### src/verilog/modbus_pkg.sv
package modbus_pkg;
  // slave addresses and function codes
  localparam logic [7:0] BCAST_ADDR = 8'h00;
  localparam logic [7:0] FN_RD_HOLD = 8'h03;
  localparam logic [7:0] FN_RD_INPUT = 8'h04;
  localparam logic [7:0] FN_WR_COIL = 8'h05;
  localparam logic [7:0] FN_WR_REG = 8'h06;
  localparam logic [7:0] FN_RD_STATUS = 8'h07;
  // exception answers
  localparam logic [7:0] EXC_NONE = 8'h00;
  localparam logic [7:0] EXC_ILLEGAL_FN = 8'h01;
  localparam logic [7:0] EXC_MEMORY = 8'h02;
  localparam logic [7:0] EXC_BAD_VALUE = 8'h03;
  localparam logic [7:0] EXC_FLAG = 8'h80;
  // downstream primitives and transfer type codes
  localparam logic [7:0] PRIM_READ = 8'h20;
  localparam logic [7:0] PRIM_WRITE = 8'h30;
  localparam logic [7:0] TT_VARIABLE = 8'h01;
  localparam logic [7:0] TT_OUT_COIL = 8'h04;
  localparam logic [7:0] TT_INT_COIL = 8'h05;
  localparam logic [7:0] TT_OUT_PACKED = 8'h07;
  localparam logic [7:0] TT_INT_PACKED = 8'h08;
  localparam logic [7:0] TT_WORD_INPUT = 8'h09;
  // coil codes
  localparam logic [15:0] CODE_ON = 16'hff00;
  localparam logic [15:0] CODE_OFF = 16'h0000;
  localparam logic [15:0] CODE_FORCE_ON = 16'h1100;
  localparam logic [15:0] CODE_FORCE_OFF = 16'h2200;
  localparam logic [15:0] CODE_UNFORCE = 16'h3300;
  // quantities
  localparam logic [15:0] MAX_REGS = 16'h007d;
  localparam logic [15:0] STATUS_START = 16'h0001;
  localparam logic [15:0] STATUS_COUNT = 16'h0008;
  // reply header lengths in bytes
  localparam logic [2:0] LEN_EXC = 3'h3;
  localparam logic [2:0] LEN_ECHO = 3'h6;
  localparam logic [2:0] LEN_DATA = 3'h3;
  localparam logic [2:0] LEN_STATUS = 3'h2;
  // reset values
  localparam logic [7:0] RST_BYTE = 8'h00;
  localparam logic [15:0] RST_WORD = 16'h0000;

  typedef enum logic [2:0] {
    COIL_OFF = 3'h0, COIL_ON = 3'h1, COIL_FORCE_ON = 3'h2, COIL_FORCE_OFF = 3'h3, COIL_UNFORCE = 3'h4
  } coil_action_type;

  typedef enum logic [2:0] {
    REPLY_NONE = 3'h0, REPLY_EXC = 3'h1, REPLY_ECHO = 3'h2, REPLY_DATA = 3'h3, REPLY_STATUS = 3'h4
  } reply_type;

  // gray along idle-issue-wait-send-load-hi-lo
  typedef enum logic [2:0] {
    ST_IDLE = 3'h0, ST_ISSUE = 3'h1, ST_WAIT = 3'h3, ST_SEND = 3'h2,
    ST_LOAD = 3'h6, ST_DATA_HI = 3'h7, ST_DATA_LO = 3'h5
  } state_type;
endpackage

### src/verilog/check_if.sv
`timescale 1ns/100ps
interface check_if;
  logic [7:0] func;
  logic [15:0] word1;
  logic [15:0] word2;
  logic coil_sel;
  logic bcast;
  logic [7:0] exc;
  modbus_pkg::reply_type reply;
  logic needs_prim;
  logic [7:0] prim_code;
  logic [7:0] transfer_type_code;
  logic [15:0] prim_addr;
  logic [15:0] prim_count;
  logic [15:0] prim_data;
  modbus_pkg::coil_action_type coil_action;
  modport requester (output func, word1, word2, coil_sel, bcast,
    input exc, reply, needs_prim, prim_code, transfer_type_code, prim_addr, prim_count, prim_data, coil_action);
  modport checker_side (input func, word1, word2, coil_sel, bcast,
    output exc, reply, needs_prim, prim_code, transfer_type_code, prim_addr, prim_count, prim_data, coil_action);
endinterface

### src/verilog/request_checker.sv
`timescale 1ns/100ps
module request_checker (
  check_if.checker_side chk
);
  // decode, check and map one request; purely combinational so a reject never reaches downstream
  always_comb begin
    chk.exc = modbus_pkg::EXC_NONE;
    chk.reply = modbus_pkg::REPLY_ECHO;
    chk.needs_prim = 1'b1;
    chk.prim_code = modbus_pkg::PRIM_READ;
    chk.transfer_type_code = modbus_pkg::TT_VARIABLE;
    chk.prim_addr = chk.word1;
    chk.prim_count = chk.word2;
    chk.prim_data = chk.word2;
    chk.coil_action = modbus_pkg::COIL_OFF;
    case (chk.func)
      modbus_pkg::FN_RD_HOLD, modbus_pkg::FN_RD_INPUT: begin
        chk.reply = modbus_pkg::REPLY_DATA;
        chk.transfer_type_code = (chk.func == modbus_pkg::FN_RD_INPUT) ?
          modbus_pkg::TT_WORD_INPUT : modbus_pkg::TT_VARIABLE;
        if (chk.word2 > modbus_pkg::MAX_REGS || chk.word2 == modbus_pkg::RST_WORD) begin
          chk.exc = modbus_pkg::EXC_BAD_VALUE;
        end
      end
      modbus_pkg::FN_WR_COIL: begin
        chk.prim_code = modbus_pkg::PRIM_WRITE;
        chk.prim_count = 16'h0001;
        chk.transfer_type_code = chk.coil_sel ? modbus_pkg::TT_INT_COIL : modbus_pkg::TT_OUT_COIL;
        case (chk.word2)
          modbus_pkg::CODE_ON: chk.coil_action = modbus_pkg::COIL_ON;
          modbus_pkg::CODE_OFF: chk.coil_action = modbus_pkg::COIL_OFF;
          modbus_pkg::CODE_FORCE_ON: chk.coil_action = modbus_pkg::COIL_FORCE_ON;
          modbus_pkg::CODE_FORCE_OFF: chk.coil_action = modbus_pkg::COIL_FORCE_OFF;
          modbus_pkg::CODE_UNFORCE: chk.coil_action = modbus_pkg::COIL_UNFORCE;
          default: chk.exc = modbus_pkg::EXC_BAD_VALUE;
        endcase
      end
      modbus_pkg::FN_WR_REG: begin
        chk.prim_code = modbus_pkg::PRIM_WRITE;
        chk.prim_count = 16'h0001;
      end
      modbus_pkg::FN_RD_STATUS: begin
        chk.reply = modbus_pkg::REPLY_STATUS;
        chk.prim_addr = modbus_pkg::STATUS_START;
        chk.prim_count = modbus_pkg::STATUS_COUNT;
        chk.transfer_type_code = chk.coil_sel ? modbus_pkg::TT_INT_PACKED : modbus_pkg::TT_OUT_PACKED;
      end
      default: chk.exc = modbus_pkg::EXC_ILLEGAL_FN;
    endcase
    // reads cannot be answered to a broadcast, so they are dropped untouched
    if (chk.bcast && (chk.reply != modbus_pkg::REPLY_ECHO || chk.exc != modbus_pkg::EXC_NONE)) begin
      chk.reply = modbus_pkg::REPLY_NONE;
      chk.needs_prim = 1'b0;
    end
    if (chk.exc != modbus_pkg::EXC_NONE) begin
      chk.needs_prim = 1'b0;
      if (!chk.bcast) begin
        chk.reply = modbus_pkg::REPLY_EXC;
      end
    end
  end
endmodule // request_checker

### src/verilog/modbus_slave_command_translator.sv
`timescale 1ns/100ps
// Functional notes
// - function 04 reads sequential input registers
// - over 125 registers rejects with code 03
// - byte count twice registers, ascending data
// - decode five coil codes for function 05
// - other coil codes answer 03, no change
// - broadcast coil write goes to all secondaries
// - coil write echoed, broadcast gets no reply
// - switch picks coil area, type 4/5
// - function 06 writes one variable-memory register
// - broadcast register write goes to all secondaries
// - register write echoed, broadcast gets no reply
// - register write uses primitive 30 type 01
// - input read uses primitive 20 type 09
// - function 07 packs first 8 coils
// - status read primitive 20, locations 1-8
// - controller memory reject answers code 02
// - holding read uses primitive 20 type 01
module modbus_slave_command_translator (
  // clock and reset
  input wire logic clk,
  input wire logic srst,
  // configuration switches (asynchronous pins)
  input wire logic [7:0] own_addr_pin,
  input wire logic coil_switch_pin,
  // decoded request from the host
  input wire logic req_valid,
  output logic req_ready,
  input wire logic [7:0] req_slave,
  input wire logic [7:0] req_func,
  input wire logic [15:0] req_word1,
  input wire logic [15:0] req_word2,
  // primitive to the attached controllers
  output logic prim_valid,
  input wire logic prim_ready,
  output logic [7:0] prim_code,
  output logic [7:0] transfer_type_code,
  output logic prim_broadcast,
  output logic [15:0] prim_addr,
  output logic [15:0] prim_count,
  output logic [15:0] prim_data,
  output modbus_pkg::coil_action_type prim_coil_action,
  // controller status and read data
  input wire logic stat_valid,
  input wire logic stat_reject,
  input wire logic rd_valid,
  output logic rd_ready,
  input wire logic [15:0] rd_word,
  // reply byte stream to the host
  output logic rsp_valid,
  input wire logic rsp_ready,
  output logic [7:0] rsp_byte,
  output logic rsp_last
);
  check_if chk ();
  request_checker u_checker (.chk(chk));

  logic [7:0] addr_meta_reg, own_addr_reg;
  logic sel_meta_reg, coil_sel_reg;
  modbus_pkg::state_type state_reg, state_next;
  modbus_pkg::reply_type kind_reg, kind_next;
  logic [7:0] exc_reg, exc_next, func_reg;
  logic [15:0] w1_reg, w2_reg, word_reg, left_reg;
  logic [2:0] idx_reg, idx_next;
  logic bcast_reg, take, match, hdr_end;

  // header byte i of the reply; byte 0 is always our own address
  function automatic logic [7:0] hdr_byte(input logic [2:0] i, input modbus_pkg::reply_type k,
      input logic [7:0] own, input logic [7:0] fn, input logic [7:0] ex, input logic [15:0] a,
      input logic [15:0] b);
    case (i)
      3'h0: hdr_byte = own;
      3'h1: hdr_byte = (k == modbus_pkg::REPLY_EXC) ? (fn | modbus_pkg::EXC_FLAG) : fn;
      3'h2: hdr_byte = (k == modbus_pkg::REPLY_EXC) ? ex :
                       (k == modbus_pkg::REPLY_DATA) ? {b[6:0], 1'b0} : a[15:8];
      3'h3: hdr_byte = a[7:0];
      3'h4: hdr_byte = b[15:8];
      default: hdr_byte = b[7:0];
    endcase
  endfunction

  function automatic logic [2:0] hdr_len(input modbus_pkg::reply_type k);
    case (k)
      modbus_pkg::REPLY_EXC: hdr_len = modbus_pkg::LEN_EXC;
      modbus_pkg::REPLY_DATA: hdr_len = modbus_pkg::LEN_DATA;
      modbus_pkg::REPLY_STATUS: hdr_len = modbus_pkg::LEN_STATUS;
      default: hdr_len = modbus_pkg::LEN_ECHO;
    endcase
  endfunction

  // switches are set by hand, so two flops per bit before use
  always_ff @(posedge clk) begin
    addr_meta_reg <= own_addr_pin;
    own_addr_reg <= addr_meta_reg;
    sel_meta_reg <= coil_switch_pin;
    coil_sel_reg <= sel_meta_reg;
  end

  assign chk.func = req_func;
  assign chk.word1 = req_word1;
  assign chk.word2 = req_word2;
  assign chk.coil_sel = coil_sel_reg;
  assign chk.bcast = (req_slave == modbus_pkg::BCAST_ADDR);
  assign match = chk.bcast || req_slave == own_addr_reg;
  assign take = state_reg == modbus_pkg::ST_IDLE && req_valid;
  assign hdr_end = idx_reg == hdr_len(kind_reg) - 3'h1;

  assign req_ready = state_reg == modbus_pkg::ST_IDLE;
  assign rd_ready = state_reg == modbus_pkg::ST_LOAD;
  assign rsp_valid = state_reg == modbus_pkg::ST_SEND || state_reg == modbus_pkg::ST_DATA_HI ||
                     state_reg == modbus_pkg::ST_DATA_LO;
  assign rsp_last = (state_reg == modbus_pkg::ST_SEND && hdr_end &&
                     (kind_reg == modbus_pkg::REPLY_EXC || kind_reg == modbus_pkg::REPLY_ECHO)) ||
                    (state_reg == modbus_pkg::ST_DATA_LO && left_reg == 16'h0001);

  // sequencing of one command: check, issue, wait, reply
  always_comb begin
    state_next = state_reg;
    kind_next = kind_reg;
    exc_next = exc_reg;
    idx_next = idx_reg;
    case (state_reg)
      modbus_pkg::ST_IDLE: if (req_valid && match) begin
        kind_next = chk.reply;
        exc_next = chk.exc;
        idx_next = 3'h0;
        if (chk.needs_prim) begin
          state_next = modbus_pkg::ST_ISSUE;
        end else if (chk.reply != modbus_pkg::REPLY_NONE) begin
          state_next = modbus_pkg::ST_SEND;
        end
      end
      modbus_pkg::ST_ISSUE: if (prim_ready) state_next = modbus_pkg::ST_WAIT;
      modbus_pkg::ST_WAIT: if (stat_valid) begin
        if (stat_reject) begin
          kind_next = modbus_pkg::REPLY_EXC;
          exc_next = modbus_pkg::EXC_MEMORY;
        end
        // broadcasts never answer, not even a reject
        state_next = bcast_reg ? modbus_pkg::ST_IDLE : modbus_pkg::ST_SEND;
      end
      modbus_pkg::ST_SEND: if (rsp_ready) begin
        if (!hdr_end) idx_next = idx_reg + 3'h1;
        else if (kind_reg == modbus_pkg::REPLY_DATA || kind_reg == modbus_pkg::REPLY_STATUS)
          state_next = modbus_pkg::ST_LOAD;
        else state_next = modbus_pkg::ST_IDLE;
      end
      modbus_pkg::ST_LOAD: if (rd_valid)
        state_next = (kind_reg == modbus_pkg::REPLY_STATUS) ? modbus_pkg::ST_DATA_LO : modbus_pkg::ST_DATA_HI;
      modbus_pkg::ST_DATA_HI: if (rsp_ready) state_next = modbus_pkg::ST_DATA_LO;
      modbus_pkg::ST_DATA_LO: if (rsp_ready)
        state_next = (left_reg == 16'h0001) ? modbus_pkg::ST_IDLE : modbus_pkg::ST_LOAD;
      default: state_next = modbus_pkg::ST_IDLE;
    endcase
  end

  // control state
  always_ff @(posedge clk) begin
    if (srst) begin
      state_reg <= modbus_pkg::ST_IDLE;
      kind_reg <= modbus_pkg::REPLY_NONE;
      exc_reg <= modbus_pkg::EXC_NONE;
      idx_reg <= 3'h0;
    end else begin
      state_reg <= state_next;
      kind_reg <= kind_next;
      exc_reg <= exc_next;
      idx_reg <= idx_next;
    end
  end

  // request fields kept for the echo and header
  always_ff @(posedge clk) begin
    if (srst) begin
      func_reg <= modbus_pkg::RST_BYTE;
      w1_reg <= modbus_pkg::RST_WORD;
      w2_reg <= modbus_pkg::RST_WORD;
      bcast_reg <= 1'b0;
    end else if (take) begin
      func_reg <= req_func;
      w1_reg <= req_word1;
      w2_reg <= req_word2;
      bcast_reg <= chk.bcast;
    end
  end

  // primitive held stable until the controller side takes it
  always_ff @(posedge clk) begin
    if (srst) begin
      prim_valid <= 1'b0;
      prim_code <= modbus_pkg::RST_BYTE;
      transfer_type_code <= modbus_pkg::RST_BYTE;
      prim_broadcast <= 1'b0;
      prim_addr <= modbus_pkg::RST_WORD;
      prim_count <= modbus_pkg::RST_WORD;
      prim_data <= modbus_pkg::RST_WORD;
      prim_coil_action <= modbus_pkg::COIL_OFF;
    end else if (take && match && chk.needs_prim) begin
      prim_valid <= 1'b1;
      prim_code <= chk.prim_code;
      transfer_type_code <= chk.transfer_type_code;
      prim_broadcast <= chk.bcast;
      prim_addr <= chk.prim_addr;
      prim_count <= chk.prim_count;
      prim_data <= chk.prim_data;
      prim_coil_action <= chk.coil_action;
    end else if (state_reg == modbus_pkg::ST_ISSUE && prim_ready) begin
      prim_valid <= 1'b0;
    end
  end

  // returned words; count of words still owed to the host
  always_ff @(posedge clk) begin
    if (srst) begin
      word_reg <= modbus_pkg::RST_WORD;
      left_reg <= modbus_pkg::RST_WORD;
    end else if (take) begin
      left_reg <= (chk.reply == modbus_pkg::REPLY_STATUS) ? 16'h0001 : req_word2;
    end else if (state_reg == modbus_pkg::ST_LOAD && rd_valid) begin
      word_reg <= rd_word;
    end else if (state_reg == modbus_pkg::ST_DATA_LO && rsp_ready) begin
      left_reg <= left_reg - 16'h0001;
    end
  end

  // reply byte registered one step ahead of its state
  always_ff @(posedge clk) begin
    if (srst) begin
      rsp_byte <= modbus_pkg::RST_BYTE;
    end else begin
      case (state_next)
        modbus_pkg::ST_SEND: rsp_byte <= hdr_byte(idx_next, kind_reg, own_addr_reg, func_reg, exc_next, w1_reg, w2_reg);
        modbus_pkg::ST_DATA_HI: rsp_byte <= (state_reg == modbus_pkg::ST_LOAD) ? rd_word[15:8] : word_reg[15:8];
        modbus_pkg::ST_DATA_LO: rsp_byte <= (state_reg == modbus_pkg::ST_LOAD) ? rd_word[7:0] : word_reg[7:0];
        default: rsp_byte <= modbus_pkg::RST_BYTE;
      endcase
    end
  end

  property p_qty_reject;
    @(posedge clk) disable iff (srst)
    take && match && req_func == modbus_pkg::FN_RD_INPUT && req_word2 > modbus_pkg::MAX_REGS && !chk.bcast
    |=> state_reg == modbus_pkg::ST_SEND && exc_reg == modbus_pkg::EXC_BAD_VALUE && !prim_valid;
  endproperty
  a_qty_reject: assert property (p_qty_reject) else $error("oversize read not rejected");

  property p_bad_coil;
    @(posedge clk) disable iff (srst)
    take && match && req_func == modbus_pkg::FN_WR_COIL && chk.exc != modbus_pkg::EXC_NONE |=> !prim_valid;
  endproperty
  a_bad_coil: assert property (p_bad_coil) else $error("illegal coil code reached controller");

  property p_first_byte;
    @(posedge clk) disable iff (srst)
    state_reg == modbus_pkg::ST_SEND && idx_reg == 3'h0 |-> rsp_byte == own_addr_reg;
  endproperty
  a_first_byte: assert property (p_first_byte) else $error("reply not led by own address");

  property p_byte_count;
    @(posedge clk) disable iff (srst)
    state_reg == modbus_pkg::ST_SEND && kind_reg == modbus_pkg::REPLY_DATA && idx_reg == 3'h2
    |-> rsp_byte == {w2_reg[6:0], 1'b0};
  endproperty
  a_byte_count: assert property (p_byte_count) else $error("byte count not twice quantity");

  property p_input_prim;
    @(posedge clk) disable iff (srst)
    take && match && req_func == modbus_pkg::FN_RD_INPUT && chk.needs_prim
    |=> prim_valid && prim_code == modbus_pkg::PRIM_READ && transfer_type_code == modbus_pkg::TT_WORD_INPUT;
  endproperty
  a_input_prim: assert property (p_input_prim) else $error("input read mapped wrongly");

  property p_reg_write_prim;
    @(posedge clk) disable iff (srst)
    prim_valid && func_reg == modbus_pkg::FN_WR_REG
    |-> prim_code == modbus_pkg::PRIM_WRITE && transfer_type_code == modbus_pkg::TT_VARIABLE;
  endproperty
  a_reg_write_prim: assert property (p_reg_write_prim) else $error("register write mapped wrongly");

  property p_bcast_silent;
    @(posedge clk) disable iff (srst)
    state_reg == modbus_pkg::ST_WAIT && stat_valid && bcast_reg |=> state_reg == modbus_pkg::ST_IDLE ##1 !rsp_valid;
  endproperty
  a_bcast_silent: assert property (p_bcast_silent) else $error("broadcast produced a reply");

  property p_mem_reject;
    @(posedge clk) disable iff (srst)
    state_reg == modbus_pkg::ST_WAIT && stat_valid && stat_reject && !bcast_reg
    |=> state_reg == modbus_pkg::ST_SEND && kind_reg == modbus_pkg::REPLY_EXC && exc_reg == modbus_pkg::EXC_MEMORY;
  endproperty
  a_mem_reject: assert property (p_mem_reject) else $error("controller reject not code 02");

  property p_issue_after_check;
    @(posedge clk) disable iff (srst)
    $rose(prim_valid) |-> $past(state_reg) == modbus_pkg::ST_IDLE && state_reg == modbus_pkg::ST_ISSUE;
  endproperty
  a_issue_after_check: assert property (p_issue_after_check) else $error("primitive outside issue");
endmodule // modbus_slave_command_translator

### config.mk
export PLATFORM = sky130hd
export DESIGN_NAME = modbus_slave_command_translator
export DESIGN_NICKNAME = d
export VERILOG_FILES = /design/src/verilog/modbus_pkg.sv /design/src/verilog/check_if.sv /design/src/verilog/request_checker.sv /design/src/verilog/modbus_slave_command_translator.sv
export SDC_FILE = /design/constraint.sdc
export NUM_CORES = 1
export LEC_CHECK = 0
export BUFFER_PORTS_ARGS = -buffer_cell sky130_fd_sc_hd__buf_2
export CAP_MARGIN = 25
export CORE_ASPECT_RATIO = 0.75
export CORE_MARGIN = 2
export CORE_UTILIZATION = 59
export DETAILED_ROUTE_END_ITERATION = 7
export GPL_ROUTABILITY_DRIVEN = 0
export PLACE_DENSITY = 0.85
export SYNTH_ARGS = -nofsm -noshare
export SYNTH_HDL_FRONTEND = slang
export SYNTH_SLANG_ARGS = --single-unit
### constraint.sdc
create_clock -name clk -period 4.5 [get_ports clk]
set_input_delay 0.9 -clock clk [delete_from_list [all_inputs] [get_ports clk]]
set_output_delay 0.9 -clock clk [all_outputs]
set_load 0.05 [all_outputs]
Word level (Yosys, flattened, before mapping). Cells that the tools add are included. Widths: inputs -> output; s select.

Order comparisons: 1. Reductions and logical operators: 36. $add $sub $neg: 3. Equal/unequal tests: 35. Muxes and demuxes: 59. Bitwise operators: 1. Divide/modulo/power cells: 0. Multiply operators: 0. Shift operators: 0.

Operator list (number): $mux 16 (5); $pmux 8 s3 (3); $mux 3 (22); $mux 8 (8); $pmux 8 s5 (1); $eq 16x14->1 const B (2); $eq 8x3->1 const B (4); $pmux 16 s2 (1); $eq 3x3->1 const B (8); $pmux 3 s2 (4); $eq 3x2->1 const B (7); $pmux 3 s7 (1); $eq 16x1->1 const B (1); $eq 16x13->1 const B (1); $eq 16x16->1 const B (1); $gt 16x7->1 const B (1); $logic_not 16->1 (1); $pmux 8 s2 (1); $sub 16x1->16 const B (1); $pmux 3 s4 (1); $logic_and 1x1->1 (11); $eq 3x1->1 const B (3); $eq 8x2->1 const B (1); $eq 8x8->1 (1); other kinds (21) (45).

Input port bits: 81. Memories: 0. Bits in registers: 185. RAM bits: 0. Bits in latches: 0. Word-level logic and storage cells: 158. ROM bits: 0. Output and inout port bits: 81.

Longest topological paths before layout.
Depth in word-level cells: 17. Mapped depth: 12. Mapped depth without buffers: 10.

By module. A second synthesis with hierarchy kept.

Cells, all modules: 1131. Area total of the unflattened synthesis: 8929.8 µm².

By module, submodules not included: modbus_slave_command_translator (cells each 988, area an instance 7976.4 µm², instances 1, sequential area each 3703.6 µm²); request_checker (cells each 143, area an instance 953.4 µm², instances 1, sequential area each 0.0 µm²).

Least setup slack after synthesis. Ideal clock, no wire load.

Path type: input to register. From: in req_word2[8]. To: reg rsp_byte[1]. Arrival time: 3077 ps. Required time: 4386 ps. Setup time: 114 ps. Slack: 1309 ps. Stages on the path: 12. Path buffers: 3. Cell sequence: buf_2 > nor4_2 > nand2_1 > o41a_1 > a211o_4 > nand3_2 > and3_4 > buf_6 > buf_12 > mux2i_1 > o22ai_1 > a21o_1.

Longest elaborated chain between the ends: 17. Elaborated cells between the ends (all ways): 32. Classes of those cells: order compare (1); eq/ne (7); mux (17); reduce/logical (7).

RTL lines: start: declaration (RTL line modbus_slave_command_translator.sv:33) `input wire logic [15:0] req_word2,`; $gt 16x7->1 (tied with other cells) (RTL line request_checker.sv:21) `if (chk.word2 > modbus_pkg::MAX_REGS || chk.word2 == modbus_pkg::RST_WORD) begin`; $logic_or 1x1->1 or $reduce_or 5->1 (tied branches); $mux 2, on equally long branches (RTL line request_checker.sv:21, request_checker.sv:29); $pmux 8 s3 (*) (RTL line request_checker.sv:16) `case (chk.func)`; $reduce_bool 8->1 (RTL line request_checker.sv:51, request_checker.sv:55); $logic_or 1x1->1 (RTL line request_checker.sv:51) `if (chk.bcast && (chk.reply != modbus_pkg::REPLY_ECHO || chk.exc != modbus_pkg::EXC_NONE)) begin`; $logic_and 1x1->1 (RTL line request_checker.sv:51); $mux 3 (RTL line request_checker.sv:51); $mux 3 (RTL line request_checker.sv:57) `if (!chk.bcast) begin`; $mux 3 (RTL line request_checker.sv:55) `if (chk.exc != modbus_pkg::EXC_NONE) begin`; $reduce_bool 3->1 (RTL line modbus_slave_command_translator.sv:130) `end else if (chk.reply != modbus_pkg::REPLY_NONE) begin`; $mux 3 (RTL line modbus_slave_command_translator.sv:130); $mux 3 (RTL line modbus_slave_command_translator.sv:128) `if (chk.needs_prim) begin`; $mux 3 (RTL line modbus_slave_command_translator.sv:124) `modbus_pkg::ST_IDLE: if (req_valid && match) begin`; $pmux 3 s7 (RTL line modbus_slave_command_translator.sv:123) `case (state_reg)`; $eq 3x3->1 or $eq 3x2->1 (tied branches) (RTL line modbus_slave_command_translator.sv:232) `case (state_next)`; $pmux 8 s3 (*) (RTL line modbus_slave_command_translator.sv:232); end signal: assignment (RTL line modbus_slave_command_translator.sv:233) `modbus_pkg::ST_SEND: rsp_byte <= hdr_byte(idx_next, kind_reg, own_addr_reg, func_reg, exc_next, w1_reg, w2_reg ...`; end signal: assignment (RTL line modbus_slave_command_translator.sv:234) `modbus_pkg::ST_DATA_HI: rsp_byte <= (state_reg == modbus_pkg::ST_LOAD) ? rd_word[15:8] : word_reg[15:8];`; end signal: assignment (RTL line modbus_slave_command_translator.sv:235) `modbus_pkg::ST_DATA_LO: rsp_byte <= (state_reg == modbus_pkg::ST_LOAD) ? rd_word[7:0] : word_reg[7:0];`; end: declaration (RTL line modbus_slave_command_translator.sv:53) `output logic [7:0] rsp_byte,`.

Every way passes the cells marked *; elsewhere a longest branch is shown, timed or not. A chain may end at the register's enable or synchronous reset.

Final worst setup path.
From: in req_word2[10]. To: reg rsp_byte[1].

The elaborated chain is that of the path after synthesis.

==> metrics.md <==
| Metric | Value |
|---|---|
| Comb pwr share | `~7.9%` |
| Crit. End Element | `flip-flop` |
| Post-synth top cells | `206 x nand2_1, 175 x dfxtp_1, 144 x a21oi_1` |
| Adder-Cell Fraction of Synth Area | `less than 1%` |
| Post-synth top area cell | `dfxtp_1` |
| Critical path type | `in2reg` |
| H-tree Lvls | `4` |
| Slowest-stage cell, CP | `nor4_2` |
| Starting density of the core | `between 60% and 70%` |
| Clk pin slew, worst setup/hold paths | `0.07 ns` |
| Die W | `about 140 µm` |
| Xor/xnor share of the synthesized area | `2.444%` |
| Post-synth top flop | `dfxtp_1` |
| Fraction of layout cells with a size suffix above 1 | `around a fifth` |
| Synth Area in Compound Gates | `a little under 20%` |
| Maxcap violations | `0` |
| Post-synthesis sequential area ratio | `between 40% and 50%` |
| GRT Residual Overflow | `0` |
| Routed len/inst | `~17 µm` |
| Worst hold-check path type | `reg2reg` |
| Worst path cell trace | `buf_2 -> nor4_2 -> nand2_1 -> o41a_1 -> a211o_4 -> nand3b_4 -> a21boi_1 -> nand2_1 -> o22ai_1 -> a21o_1` |
| Antenna cells | `0` |
| DRC | `0` |
| F_max | `approximately 310 MHz` |
| Unrepaired setup endpoints after global routing | `false` |
| Pre-antenna DRT Iters | `6` |
| Count of cell types in the netlist | `75` |
| CP dominant cell by count | `nand2_1` |
| Max FO, Critical Path | `7` |
| Post-synthesis simple-gate area fraction | `25.85%` |
| TritonCTS clock tree | `done` |
| Cts hold-fix bufs | `0` |
| Root Driver | `clkbuf_16` |
| Share of Yosys cell area claimed by the top area cell type | `about 44%` |
| Tcrit/Tclk final | `between 70% and 80%` |
| Most frequent cell after synthesis | `nand2_1` |
| EDFF count, synth | `0` |
| Worst-Skew Late Latency | `0.43 ns` |
| Reg2reg setup slack | `1.58 ns` |
| Port Buf Inserts | `151` |
| Worst Path Required | `between 4 and 5 ns` |
| FF+latch count, synth | `~180` |
| Die Y | `~100 µm` |
| Number of buffers created by CTS | `17` |
| Via count | `roughly 7.7k` |
| Cells after synthesis | `roughly 990` |
| CP max stage delay | `~0.46 ns` |
| Setup Viol. Count Final | `0` |
| ANT nets after route | `0` |
| Cell-internal power | `0.002683 W` |
| Worst Skew | `about 0.012 ns` |
| Postcts setup bufs | `0` |
| Max Root-Sink Buffers | `2` |
| Core area | `between 0.01 and 0.015 mm²` |
| FILL cells | `1031` |
| Syn Std Cell Area | `between 0.007 and 0.008 mm²` |
| Largest net degree at the start of global routing | `77` |
| Final setup TNS | `0 ns` |
| Leak | `between 3 and 4 nW` |
| Pre-CTS setup slack | `about 0.92 ns` |
| Worst-margin pin slew | `slightly above 0.8 ns` |
| Syn Area/Cell | `approximately 8 µm²` |
| Synthesis-to-layout area growth | `17.55%` |
| Sw Share | `around 24%` |
| Main combinational cell family by area after synthesis | `simple AND/OR/NAND/NOR gates` |
| Worst ir drop on vdd | `between 0.0002 and 0.0003 V` |
| Clock power frac | `46.2%` |
| Post-layout worst setup margin | `approximately 1.3 ns` |
| Area occupied by multi-input gates | `about 0.0040 mm²` |
| Slew HR | `roughly 46%` |
| Ranking of synthesized cells by area | `dfxtp_1 44%, nand2_1 9.8%, a21oi_1 9.1%, nor2_1 3.0%, nor3_1 2.5%` |
| Sw power | `between 0.0008 and 0.0009 W` |
| Status | `finished, final reports clean` |
| Multiplexer share of the synthesized area | `approximately 2.3%` |
| Min Tclk post-route | `between 3 and 4 ns` |
| Ys async rst share | `0%` |
| Via density per instance | `a little under 6` |
| Vias in the first global route | `~7.0k` |
| FF+latch area | `roughly 0.0035 mm²` |
| Final Max Tran Viols | `0` |
| Seq pwr share | `45.9%` |
| Gr usage total | `around a third` |
| Std cell rows | `36` |
| Aggregate routed wire length | `22480 µm` |
| I/O Pins | `approximately 160` |
| Crit path arrival time | `3.57 ns` |
| # nets final | `~1.2k` |
| Fin. Hold Viols | `0` |
| Starting DRT DRC Count | `a little over 1k` |
| CTS sink count | `~180` |
| Power per cell area | `around 380 mW/mm²` |
| Total Die Area | `0.01431 mm²` |
| Initial antenna violation count | `0` |
| CP Launch Type | `input pin` |
| DP HPWL | `15240 µm` |
| CTS resizes | `0` |
| Synth Warn # | `0` |
| First-pass GRT wire length | `approximately 36000 µm` |
power by group through the flow:
stage	Combinational [W]	Clock, W	Sequential (W)
after floorplan	0.000187	0	0.00164
after global placement	0.000265	0	0.00166
after detailed placement	0.000270	0	0.00166
after CTS	0.000274	0.00164	0.00162
after global routing	0.000305	0.00170	0.00163
final	0.000279	0.00164	0.00162
final cells by class:
type | instances | area share (%)
clock buffers | 18 | 4.631
clock inverters | 14 | 2.417
inverters | 13 | 0.5265
multi-input cells | 732 | 43.24
flip-flops and latches | 175 | 37.80
well taps | 171 | 2.309
repair buffers | 162 | 9.072
stage by stage:
step | utilization [%] | total power, W | hold WS (ns) | area, µm² | instances
after global routing | 71.19 | 0.003630 | 0.3393 | 9268 | 1285
final | 71.19 | 0.003539 | 0.3258 | 9268 | 1285
after floorplan | - | 0.001831 | 0.3096 | 7918 | 995
after detailed placement | 66.18 | 0.001927 | 0.3132 | 8615 | 1253
after global placement | 66.18 | 0.001922 | 0.3100 | 8615 | 1253
after CTS | 71.19 | 0.003538 | 0.3289 | 9268 | 1285
metal layers:
layer	global-route usage, %	share of wire (%)	vias up
li1	-	-	3644
met1	44.17	43	3521
met3	7.359	10	64
met5	0	0	-
met4	11.12	2.9	0
met2	47.41	44	426
worst max-delay path, delay by kind of cell:
family | cells | cell delay [ns]
buf+inv | 1 | 0.16
simple gates | 4 | 0.96
compound gates | 5 | 1.55
placed cells by master (no fill, tap or decap), drive strengths merged, types with 6 or more instances in the layout:
cell type  instances
nand2            207
dfxtp            175
buf              162
a21oi            144
nor2              64
nor3              40
nand3             33
o21ai             32
and2              19
clkbuf            18
inv               18
xnor2             15
mux2i             15
a211oi            13
a21o              10
conb              10
nand4              9
nor2b              8
o22ai              8
nor4               8
xor2               7
a221oi             6
a221o              6
and3               6
worst paths after layout:
path                             from                 endpoint  depth (start not counted)
min reg2reg  addr_meta_reg[3]$_DFF_P_  own_addr_reg[3]$_DFF_P_                          0
max                     req_word2[10]   rsp_byte[1]$_SDFF_PP0_                         10
min          addr_meta_reg[3]$_DFF_P_  own_addr_reg[3]$_DFF_P_                          0
max reg2reg  kind_reg[1]$_SDFFE_PP0P_   rsp_byte[6]$_SDFF_PP0_                         10
kinds of logic (layout without fill, tap and decap cells):
group	count (synthesis)	count (layout)
flip-flops	175	175
other	1	10
buffers and inverters	88	207
AND/OR/NAND/NOR	425	425
multiplexers	17	17
XOR/XNOR	22	22
adder cells (fa/ha/maj)	3	3
AO/OA/AOI/OAI	255	255
Power figures use the tool's default switching activity.
